File: src/opl_pkg.sv
// Package for the operator panel lamp block: lamp layout, register map, constants
package opl_pkg;

  // Number of storage cabinets feeding power-fail and thermostat lines
  localparam int STOR_CAB = 4;
  // First processor serial number that has the power-sequencing lamp
  localparam int POWER_SEQ_SERIAL = 205;

  // Lamp vector, bit 0 is the pending-launch lamp
  localparam int LAMP_W = 14;
  typedef struct packed {
    logic procHot;
    logic memHot;
    logic memPower;
    logic memMaint;
    logic procTest;
    logic powerSeq;
    logic cmpStop;
    logic ifaceFault;
    logic memParity;
    logic chanParity;
    logic periphIrq;
    logic loadFault;
    logic noData;
    logic launch;
  } opl_lamps_t;

  // Storage maintenance panel switches, high means not in normal position
  typedef struct packed {
    logic stackSwap;
    logic sideSwap;
    logic bitSwap;
    logic parityBypass;
    logic offline;
  } opl_maint_t;

  // Pins from outside the clock domain, synchronised as one vector
  typedef struct packed {
    opl_maint_t maint;
    logic [STOR_CAB-1:0] memPowerFail;
    logic [STOR_CAB-1:0] memThermo;
    logic procThermo;
    logic fullPower;
    logic panelClear;
  } opl_pins_t;
  localparam int PIN_W = $bits(opl_pins_t);

  // Register byte offsets
  localparam logic [3:0] REG_LAMPS = 4'h0;
  localparam logic [3:0] REG_CTRL = 4'h4;
  localparam logic [3:0] REG_IRQ_STATUS = 4'h8;
  localparam logic [3:0] REG_IRQ_MASK = 4'hC;
  localparam int ADDR_W = 4;

  // Control register fields
  localparam int CTRL_HALT_BIT = 0;
  localparam int CTRL_CLEAR_BIT = 1;
  localparam logic CTRL_HALT_RESET = 1'b0;
  localparam logic [LAMP_W-1:0] MASK_RESET = 14'h0000;
  localparam logic [LAMP_W-1:0] LAMPS_OFF = 14'h0000;

  // AXI response codes
  localparam logic [1:0] RESP_OKAY = 2'h0;
  localparam logic [1:0] RESP_SLVERR = 2'h2;

endpackage

File: src/opl_panel.sv
// Operator panel status lamps with AXI4-Lite status, control and interrupt registers
//
// Design decisions made here: register access over AXI4-Lite and the placing of the registers.
`timescale 1ns/1ps
module opl_panel
  import opl_pkg::*;
#(
  parameter int SERIAL_NUM = 205
)(
  // Clock and reset
  input wire logic clk,
  input wire logic rst,
  // Initial load and channel events, processor clock domain
  input wire logic iplStart,
  input wire logic iplLaunch,
  input wire logic startStatus,
  input wire logic endStatus,
  input wire logic dataXfer,
  // Interrupt request and acceptance
  input wire logic irqPending,
  input wire logic irqAccept,
  // Error and stop events
  input wire logic chanParityErr,
  input wire logic memParityErr,
  input wire logic ifaceIllegal,
  input wire logic addrMatch,
  input wire logic offlineTest,
  input wire logic progReset,
  // Asynchronous pins: switches, power and thermostats
  input wire opl_pins_t pins,
  // Panel outputs
  output opl_lamps_t lamps,
  output logic alarm,
  output logic irq,
  // AXI4-Lite slave
  input wire logic [ADDR_W-1:0] s_axi_awaddr,
  input wire logic s_axi_awvalid,
  output logic s_axi_awready,
  input wire logic [31:0] s_axi_wdata,
  input wire logic [3:0] s_axi_wstrb,
  input wire logic s_axi_wvalid,
  output logic s_axi_wready,
  output logic [1:0] s_axi_bresp,
  output logic s_axi_bvalid,
  input wire logic s_axi_bready,
  input wire logic [ADDR_W-1:0] s_axi_araddr,
  input wire logic s_axi_arvalid,
  output logic s_axi_arready,
  output logic [31:0] s_axi_rdata,
  output logic [1:0] s_axi_rresp,
  output logic s_axi_rvalid,
  input wire logic s_axi_rready
);

  localparam logic POWER_SEQ_EN = (SERIAL_NUM >= POWER_SEQ_SERIAL);

  opl_pins_t pinMeta_q;
  opl_pins_t pinSync_q;
  opl_lamps_t lamp_q;
  opl_lamps_t lamp_d;
  opl_lamps_t lampPrev_q;
  logic pwrInit_q;
  logic alarm_q;
  logic haltOnMatch_q;
  logic softClear_q;
  logic [LAMP_W-1:0] irqStatus_q;
  logic [LAMP_W-1:0] irqMask_q;
  logic [LAMP_W-1:0] lampRise;
  logic [LAMP_W-1:0] w1cClear;
  logic latchClear;
  logic awHeld_q;
  logic wHeld_q;
  logic [ADDR_W-1:0] awAddr_q;
  logic [31:0] wData_q;
  logic [3:0] wStrb_q;
  logic [31:0] wMask;
  logic doWrite;
  logic bvalid_q;
  logic [1:0] bresp_q;
  logic rvalid_q;
  logic [1:0] rresp_q;
  logic [31:0] rdata_q;
  logic [31:0] readMux;
  logic readHit;
  logic writeHit;

  // Two-stage synchroniser; first stage only feeds the second
  always_ff @(posedge clk)
  begin
    if (rst)
    begin
      pinMeta_q <= '0;
      pinSync_q <= '0;
    end
    else
    begin
      pinMeta_q <= pins;
      pinSync_q <= pinMeta_q;
    end
  end

  // Clear for latched stop lamps
  assign latchClear = pinSync_q.panelClear | progReset | softClear_q;

  // Next lamp values; set beats clear in the same cycle, except on the interrupt lamp
  always_comb
  begin
    lamp_d = lamp_q;
    lamp_d.launch = iplLaunch | (lamp_q.launch & ~startStatus);
    lamp_d.noData = iplStart | (lamp_q.noData & ~dataXfer);
    lamp_d.loadFault = iplStart | (lamp_q.loadFault & ~endStatus);
    // Accept wins here: a serviced request must put the lamp out
    lamp_d.periphIrq = ~irqAccept & (irqPending | lamp_q.periphIrq);
    lamp_d.chanParity = chanParityErr | (lamp_q.chanParity & ~latchClear);
    lamp_d.memParity = memParityErr | (lamp_q.memParity & ~latchClear);
    lamp_d.ifaceFault = ifaceIllegal | (lamp_q.ifaceFault & ~latchClear);
    lamp_d.cmpStop = (addrMatch & haltOnMatch_q) | (lamp_q.cmpStop & ~latchClear);
    lamp_d.powerSeq = POWER_SEQ_EN & (~pwrInit_q | (lamp_q.powerSeq & ~pinSync_q.fullPower));
    lamp_d.procTest = offlineTest;
    lamp_d.memMaint = |pinSync_q.maint;
    lamp_d.memPower = (|pinSync_q.memPowerFail) | (lamp_q.memPower & ~latchClear);
    lamp_d.procHot = pinSync_q.procThermo;
    lamp_d.memHot = |pinSync_q.memThermo;
  end

  // Lamp flip-flops, all off under reset
  always_ff @(posedge clk)
  begin
    if (rst)
    begin
      lamp_q <= LAMPS_OFF;
      lampPrev_q <= LAMPS_OFF;
    end
    else
    begin
      lamp_q <= lamp_d;
      lampPrev_q <= lamp_q;
    end
  end

  // Power-up marker; the lamp is lit on the first cycle out of reset
  always_ff @(posedge clk)
  begin
    if (rst)
      pwrInit_q <= 1'b0;
    else
      pwrInit_q <= 1'b1;
  end

  // Alarm registered from next lamp values so it tracks lamps exactly
  always_ff @(posedge clk)
  begin
    if (rst)
      alarm_q <= 1'b0;
    else
      alarm_q <= lamp_d.procHot | lamp_d.memHot;
  end

  assign lamps = lamp_q;
  assign alarm = alarm_q;

  // Lamp turn-on events feed the sticky interrupt status
  assign lampRise = lamp_q & ~lampPrev_q;
  assign wMask = {{8{wStrb_q[3]}}, {8{wStrb_q[2]}}, {8{wStrb_q[1]}}, {8{wStrb_q[0]}}};
  assign writeHit = (awAddr_q == REG_LAMPS) || (awAddr_q == REG_CTRL)
                 || (awAddr_q == REG_IRQ_STATUS) || (awAddr_q == REG_IRQ_MASK);
  assign doWrite = awHeld_q & wHeld_q & ~bvalid_q;
  assign w1cClear = (doWrite && awAddr_q == REG_IRQ_STATUS)
                  ? (wData_q[LAMP_W-1:0] & wMask[LAMP_W-1:0]) : LAMPS_OFF;

  // Sticky status, one bit per lamp; a new event beats a clear
  genvar gi;
  generate
    for (gi = 0; gi < LAMP_W; gi++)
    begin : g_status
      always_ff @(posedge clk)
      begin
        if (rst)
          irqStatus_q[gi] <= 1'b0;
        else
          irqStatus_q[gi] <= lampRise[gi] | (irqStatus_q[gi] & ~w1cClear[gi]);
      end
    end
  endgenerate

  // Level interrupt from unmasked sticky bits
  assign irq = |(irqStatus_q & irqMask_q);

  // Software control and mask registers
  always_ff @(posedge clk)
  begin
    if (rst)
    begin
      haltOnMatch_q <= CTRL_HALT_RESET;
      softClear_q <= 1'b0;
      irqMask_q <= MASK_RESET;
    end
    else
    begin
      softClear_q <= 1'b0;
      if (doWrite && awAddr_q == REG_CTRL && wStrb_q[0])
      begin
        haltOnMatch_q <= wData_q[CTRL_HALT_BIT];
        softClear_q <= wData_q[CTRL_CLEAR_BIT];
      end
      if (doWrite && awAddr_q == REG_IRQ_MASK)
        irqMask_q <= (irqMask_q & ~wMask[LAMP_W-1:0]) | (wData_q[LAMP_W-1:0] & wMask[LAMP_W-1:0]);
    end
  end

  // Write address and data are taken independently and held until both arrive
  assign s_axi_awready = ~awHeld_q & ~bvalid_q;
  assign s_axi_wready = ~wHeld_q & ~bvalid_q;

  always_ff @(posedge clk)
  begin
    if (rst)
    begin
      awHeld_q <= 1'b0;
      awAddr_q <= '0;
    end
    else if (s_axi_awvalid && s_axi_awready)
    begin
      awHeld_q <= 1'b1;
      awAddr_q <= s_axi_awaddr;
    end
    else if (doWrite)
      awHeld_q <= 1'b0;
  end

  always_ff @(posedge clk)
  begin
    if (rst)
    begin
      wHeld_q <= 1'b0;
      wData_q <= '0;
      wStrb_q <= '0;
    end
    else if (s_axi_wvalid && s_axi_wready)
    begin
      wHeld_q <= 1'b1;
      wData_q <= s_axi_wdata;
      wStrb_q <= s_axi_wstrb;
    end
    else if (doWrite)
      wHeld_q <= 1'b0;
  end

  // Write response; the lamp register is read-only and ignores writes
  always_ff @(posedge clk)
  begin
    if (rst)
    begin
      bvalid_q <= 1'b0;
      bresp_q <= RESP_OKAY;
    end
    else if (doWrite)
    begin
      bvalid_q <= 1'b1;
      bresp_q <= writeHit ? RESP_OKAY : RESP_SLVERR;
    end
    else if (s_axi_bready)
      bvalid_q <= 1'b0;
  end

  assign s_axi_bvalid = bvalid_q;
  assign s_axi_bresp = bresp_q;

  // Read decode
  always_comb
  begin
    readMux = '0;
    readHit = 1'b1;
    unique case (s_axi_araddr)
      REG_LAMPS: readMux[LAMP_W-1:0] = lamp_q;
      REG_CTRL: readMux[CTRL_HALT_BIT] = haltOnMatch_q;
      REG_IRQ_STATUS: readMux[LAMP_W-1:0] = irqStatus_q;
      REG_IRQ_MASK: readMux[LAMP_W-1:0] = irqMask_q;
      default: readHit = 1'b0;
    endcase
  end

  // One read at a time; address refused while data waits
  assign s_axi_arready = ~rvalid_q;

  always_ff @(posedge clk)
  begin
    if (rst)
    begin
      rvalid_q <= 1'b0;
      rdata_q <= '0;
      rresp_q <= RESP_OKAY;
    end
    else if (s_axi_arvalid && s_axi_arready)
    begin
      rvalid_q <= 1'b1;
      rdata_q <= readMux;
      rresp_q <= readHit ? RESP_OKAY : RESP_SLVERR;
    end
    else if (s_axi_rready)
      rvalid_q <= 1'b0;
  end

  assign s_axi_rvalid = rvalid_q;
  assign s_axi_rdata = rdata_q;
  assign s_axi_rresp = rresp_q;

  // Checks on lamp behaviour
  a_launch_set: assert property (@(posedge clk) disable iff (rst)
    iplLaunch |=> lamps.launch) else $error("launch lamp not lit");
  a_launch_clear: assert property (@(posedge clk) disable iff (rst)
    startStatus && !iplLaunch |=> !lamps.launch) else $error("launch lamp not cleared");
  a_nodata_clear: assert property (@(posedge clk) disable iff (rst)
    dataXfer && !iplStart |=> !lamps.noData) else $error("no-transfer lamp stuck");
  a_fault_hold: assert property (@(posedge clk) disable iff (rst)
    lamps.loadFault && !endStatus |=> lamps.loadFault) else $error("load fault lost");
  a_irq_lamp: assert property (@(posedge clk) disable iff (rst)
    irqPending && !irqAccept |=> lamps.periphIrq) else $error("interrupt lamp not lit");
  a_irq_hold: assert property (@(posedge clk) disable iff (rst)
    lamps.periphIrq && !irqAccept |=> lamps.periphIrq) else $error("interrupt lamp dropped");
  a_irq_accept: assert property (@(posedge clk) disable iff (rst)
    irqAccept |=> !lamps.periphIrq) else $error("interrupt lamp kept after accept");
  a_parity_latch: assert property (@(posedge clk) disable iff (rst)
    chanParityErr ##1 (!latchClear)[*2] |=> lamps.chanParity)
    else $error("channel parity lamp lost");
  a_mem_parity: assert property (@(posedge clk) disable iff (rst)
    memParityErr |=> lamps.memParity) else $error("memory parity lamp not lit");
  a_iface_fault: assert property (@(posedge clk) disable iff (rst)
    ifaceIllegal |=> lamps.ifaceFault) else $error("interface fault lamp not lit");
  a_cmp_gate: assert property (@(posedge clk) disable iff (rst)
    !lamps.cmpStop && !(addrMatch && haltOnMatch_q) |=> !lamps.cmpStop)
    else $error("compare stop without halt enable");
  a_power_seq: assert property (@(posedge clk) disable iff (rst)
    POWER_SEQ_EN && $fell(rst) |=> lamps.powerSeq) else $error("power lamp not lit");
  a_test_mode: assert property (@(posedge clk) disable iff (rst)
    !$past(rst) |-> lamps.procTest == $past(offlineTest)) else $error("test lamp wrong");
  a_proc_temp: assert property (@(posedge clk) disable iff (rst)
    pins.procThermo[*3] |=> lamps.procHot && alarm) else $error("overheat late");
  a_clear_latch: assert property (@(posedge clk) disable iff (rst)
    latchClear && !memParityErr |=> !lamps.memParity) else $error("latched lamp not cleared");
  a_alarm_lamps: assert property (@(posedge clk) disable iff (rst)
    alarm == (lamps.procHot || lamps.memHot)) else $error("alarm mismatch");

endmodule

File: config.mk
export PLATFORM = sky130hd
export DESIGN_NAME = opl_panel
export DESIGN_NICKNAME = d
export VERILOG_FILES = /design/src/opl_pkg.sv /design/src/opl_panel.sv
export SDC_FILE = /design/constraint.sdc
export NUM_CORES = 1
export LEC_CHECK = 0
export BUFFER_PORTS_ARGS = -buffer_cell sky130_fd_sc_hd__buf_2
export CAP_MARGIN = 20
export CORE_ASPECT_RATIO = 1.5
export CORE_MARGIN = 2
export CORE_UTILIZATION = 45
export DETAILED_ROUTE_END_ITERATION = 6
export PLACE_DENSITY = 0.71
export SLEW_MARGIN = 20
export SYNTH_ARGS = -nofsm -noshare
export SYNTH_HDL_FRONTEND = slang
export SYNTH_SLANG_ARGS = --single-unit
File: constraint.sdc
create_clock -name clk -period 1.6 [get_ports clk]
set_clock_uncertainty 0.1 [all_clocks]
set_input_delay 0.16 -clock clk [delete_from_list [all_inputs] [get_ports clk]]
set_output_delay 0.16 -clock clk [all_outputs]
set_load 0.02 [all_outputs]
Word-level counts from Yosys, hierarchy flattened --
Cells that the tools add are included.
Operators by class: eq/ne operators 6, muxes and demuxes 14, bitwise operators 89, reductions and logical operators 22
Operators with widths (number):
- bitwise AND 14 bit | 4
- one-hot mux 13 bit (3 select lines) | 1
- bitwise AND 1 bit | 29
- NOT 14 bit | 2
- bitwise OR 1 bit | 27
- NOT 1 bit | 26
- == test 4 bit, second input constant | 4
- two-way mux 14 bit | 1
- bitwise OR 14 bit | 1
- OR reduction 14 bit | 1
- OR reduction 4 bit | 3
- two-way mux 1 bit | 9
- == test 4 x 3 -> 1 bit, second input constant | 2
- zero test 4 bit | 2
- nonzero test 2 bit | 4
- logical AND 1 bit | 7
- OR reduction 5 bit | 1
- two-way mux 2 bit | 2
- one-hot mux 1 bit (4 select lines) | 1
- logical OR 1 bit | 3
- OR reduction 2 bit | 1
Word-level totals: register bits after elaboration 134, input bits 80

Depth between registers and ports, before layout --
depth in word-level cells 7, mapped depth 6, depth with buffers taken out 4

Worst setup path after synthesis --
Ideal clock, no wire load.
path type register to register, start register bvalid_q, in the netlist s_axi_bvalid, end register wData_q[12], data arrival time 1.445 ns, path slack -0.015 ns, cell stages (with the launch flop) 7, buffers on the path 2, clock period less this slack 1.615 ns, cell sequence dfxtp_1 nor2_1 and2_1 clkbuf_2 buf_2 nand2_1 a21oi_1
On the way: cells in the longest elaborated chain, start to end 3
RTL lines:
- from (decl) | line opl_panel.sv:78 | logic bvalid_q;
- from (signal assigned) | line opl_panel.sv:254 | bvalid_q <= 1'b0;
- from (signal assigned) | line opl_panel.sv:259 | bvalid_q <= 1'b1;
- from (signal assigned) | line opl_panel.sv:263 | bvalid_q <= 1'b0;
- NOT 1 bit | line opl_panel.sv:213 | assign s_axi_wready = ~wHeld_q & ~bvalid_q;
- bitwise AND 1 bit | line opl_panel.sv:213
- via s_axi_wready | line opl_panel.sv:42 | output logic s_axi_wready,
- logical AND 1 bit | line opl_panel.sv:239 | else if (s_axi_wvalid && s_axi_wready)
- to (signal assigned) | line opl_panel.sv:242 | wData_q <= s_axi_wdata;
- to (decl) | line opl_panel.sv:74 | logic [31:0] wData_q;
The timed path passes the listed nets, and every way through them passes these cells. A chain may end at the register's enable or synchronous reset.

==> results.sh <==
export IMPL_r2r_start="s_axi_bvalid$_SDFFE_PP0P_"
export IMPL_ys_seq_area_share_pct=55.7
export IMPL_holdPathStages=3
export IMPL_hold_ws_ps=58.4
export IMPL_p_total_mw=8.27
export IMPL_drc_errors=0
export IMPL_pin_count=137
export IMPL_path_clk_slew_ps=50
export IMPL_htree_num_levels=4
export IMPL_hold_viol=0
export IMPL_crit_chain="a22oi_2 > nand2_2 > a221oi_2 > nand4_1 > buf_4"
export IMPL_dr_pass1_iters=5
export IMPL_cpPeakStageDelay_ps=320
export IMPL_core_sq_um=10200
export IMPL_place_inst=723
export IMPL_syn2layout_area_growth_pct=38.1
export IMPL_routed_wl_um=11600
export IMPL_antenna_left=0
export IMPL_crit_arrival_ps=1600
export IMPL_ys_ff_latch=132
export IMPL_crit_path_end_kind="output port"
export IMPL_grt_max_degree=68
export IMPL_globalplace_congestion=0.841
export IMPL_initialDrtViolationCount=257
export IMPL_critPathLaunchType="flop"
export IMPL_worst_path_buf_inv=1
export IMPL_die_area_sq_um=11400
export IMPL_fin_cells=808
export IMPL_critPathSlowestCell="dfxtp_2"
export IMPL_avgSynthCellArea_sq_um=9.62
export IMPL_yosysWarnings=0
export IMPL_power_density_nw_per_um2=1260
export IMPL_grt_first_pass_wirelength_um=18500
export IMPL_worstHoldStart="rst"
export IMPL_syn_area_sq_um=4740
export IMPL_pre_cts_slack_ps=-71.6
export IMPL_worstRegToRegCells=5
export IMPL_clk_path_buf_depth=2
export IMPL_numClockSinks=132
export IMPL_cts_made_buffers=17
export IMPL_grt_ovfl_total=0
export IMPL_drive_above_1_share_pct=25.2
export IMPL_nets=735
export IMPL_synthCells=493
export IMPL_required_ps=1340
export IMPL_peakVddDrop_mv=0.761
export IMPL_fillers=822
export IMPL_cts_tree="built"
export IMPL_power_leakage_nw=2.88
export IMPL_post_route_min_period_ps=1860
export IMPL_worstPathMaxFanout=2
export IMPL_cts_root_buf="clkbuf_16"
export IMPL_antenna_found_initial=0
export IMPL_relSlewSlack_pct=54.8
export IMPL_whs_endpoint="lamps[10]$_SDFF_PP0_"
export IMPL_cp_top_family="compound AO/OA/AOI/OAI gates"
export IMPL_fmax_ghz=0.537
export IMPL_rsz0062_at_grt="true"
export IMPL_period_share_pct=116
export IMPL_fp_dieW_um=87.8
export IMPL_clk_insertion_delay_late_ps=410
export IMPL_violations="negative setup slack"
export IMPL_wl_per_cell_um=14.3
export IMPL_synth_edff_count=0
export IMPL_dp_hpwl_um=7360
export IMPL_setup_viol=1
export IMPL_drv_slew=0
export IMPL_rows=45
export IMPL_postLayoutCellArea_sq_um=6550
export IMPL_status="complete, but fails checks"
export IMPL_viasPerCell=4.92
export IMPL_r2r_slack_ps=70
export IMPL_vias=3974
export IMPL_synth_distinct_cells=44
export IMPL_grt_pass1_vias=3932
export IMPL_ys_flop_type="dfxtp_1"
export IMPL_place_area_sq_um=5350
export IMPL_cap_viol_max_count=0
export IMPL_min_path_type="primary input to flop"
export IMPL_crit_type="flop to output port"
export IMPL_synthArstFlopShare_pct=0
export IMPL_groute_usage_overall_pct=21.4
export IMPL_worst_slew_pin_slew_ps=678
export IMPL_antenna_cells=0
export IMPL_start_util_pct=46.5
export IMPL_setup_ws_ps=-264
export IMPL_die_y_um=130
export IMPL_portBuffers=96
## cells in the mapped netlist (all sizes together) (2+ instances only)
cell type	instances	area [sq um]
a21oi	42	210
buf	32	210
nand4b	2	17.5
a22oi	5	37.5
inv	22	82.6
o21ai	29	145
a221oi	2	17.5
or2	2	12.5
and2	3	20.0
nor2	38	145
clkbuf	11	43.8
nand2b	17	106
dfxtp	132	2640
a222oi	14	140
and3	2	17.5
nand4	3	40.0
mux2i	19	190
nor2b	50	313
nand2	49	184
nor4	4	46.3
nor3	4	20.0
## power by group
group / total, mW / internal (mW) / switching (mW) / leakage, nW
combinational: 0.675 / 0.310 / 0.365 / 1.48
clock: 4.04 / 2.71 / 1.33 / 0.312
sequential: 3.55 / 3.44 / 0.108 / 1.09
## metrics by stage
step / utilization, % / TNS, ps
global placement: 52.5 / 0
floorplan: - / 0
global route: 64.3 / -317
CTS: 64.2 / -223
detailed placement: 52.5 / -117
finish: 64.3 / -264
## worst reg2reg max path, stage by stage (launching register included)
cell and delay (ps):
dfxtp_1 310, and3b_2 290, buf_6 130, nand4_4 240
mux2i_1 250, nor2_1 60
## cell usage in the layout, fill, tap and decap left out, types with 2 or more instances in the layout
cell type	count
nor3_1	4
and2_1	2
dfxtp_1	128
dlygate4sd3_1	52
conb_1	20
clkbuf_8	3
or2_2	2
nor4_4	2
nand4b_1	2
clkinv_2	5
nor2_2	3
nor4_1	2
buf_2	94
a22oi_1	3
nor2_1	35
o21ai_0	17
nand2_1	48
nand2b_1	17
bufinv_16	4
a21oi_1	42
buf_4	20
a22oi_2	2
dfxtp_2	4
mux2i_1	19
nor2b_1	50
o21ai_1	12
clkbuf_16	17
a222oi_1	14
inv_1	22
## final cells by class
cell class	count	area, sq um	share of cell area [%]
Timing Repair Buffer	167	1150	17.6
Inverter	22	82.6	1.26
Multi-Input combinational cell	315	1870	28.5
Sequential cell	132	2650	40.4
Clock inverter	10	154	2.35
Tap cell	141	176	2.69
Clock buffer	21	470	7.18
## cells by family (layout without fill, tap and decap cells)
kind of cell,Yosys count,count (layout),share of synthesized area (%)
AO/OA/AOI/OAI,96,96,12.3
flip-flops,132,132,55.7
other,1,20,0.0791
AND/OR/NAND/NOR,180,180,20.8
multiplexers,19,19,4.01
buffers and inverters,65,220,7.10
## routing by layer
layer  vias to the layer above  routed length, um  GRT usage (%)
met1                      1859               4380           23.0
met3                        22                653           5.06
met5                         -                  0              0
met2                       144               6210           38.9
li1                       1949                  -              -
met4                         0                323           10.2
## worst max path at each step
stage,slack (ps),startpoint,to,cells past startpoint
2_1_floorplan,60,s_axi_bvalid$_SDFFE_PP0P_,awAddr_q[3]$_SDFFE_PP0P_,5
3_3_place_gp,40,s_axi_rvalid$_SDFFE_PP0P_,s_axi_rdata[4]$_SDFFE_PP0P_,4
3_5_place_dp,-70,s_axi_rvalid$_SDFFE_PP0P_,s_axi_rdata[5]$_SDFFE_PP0P_,4
4_1_cts,-220,flop,irq,5
5_1_grt,-320,flop,irq,5
6_report,-260,flop,irq,5
## repair_timing
action                                  4_1_cts  5_1_grt
pin swaps                                     4        1
gates resized for setup                      10        5
hold buffers                                 52        0
endpoints found under the setup margin       15       12
endpoints found under the hold margin        48        0
setup buffers                                 2        0
(Power assumes the default switching activity.)
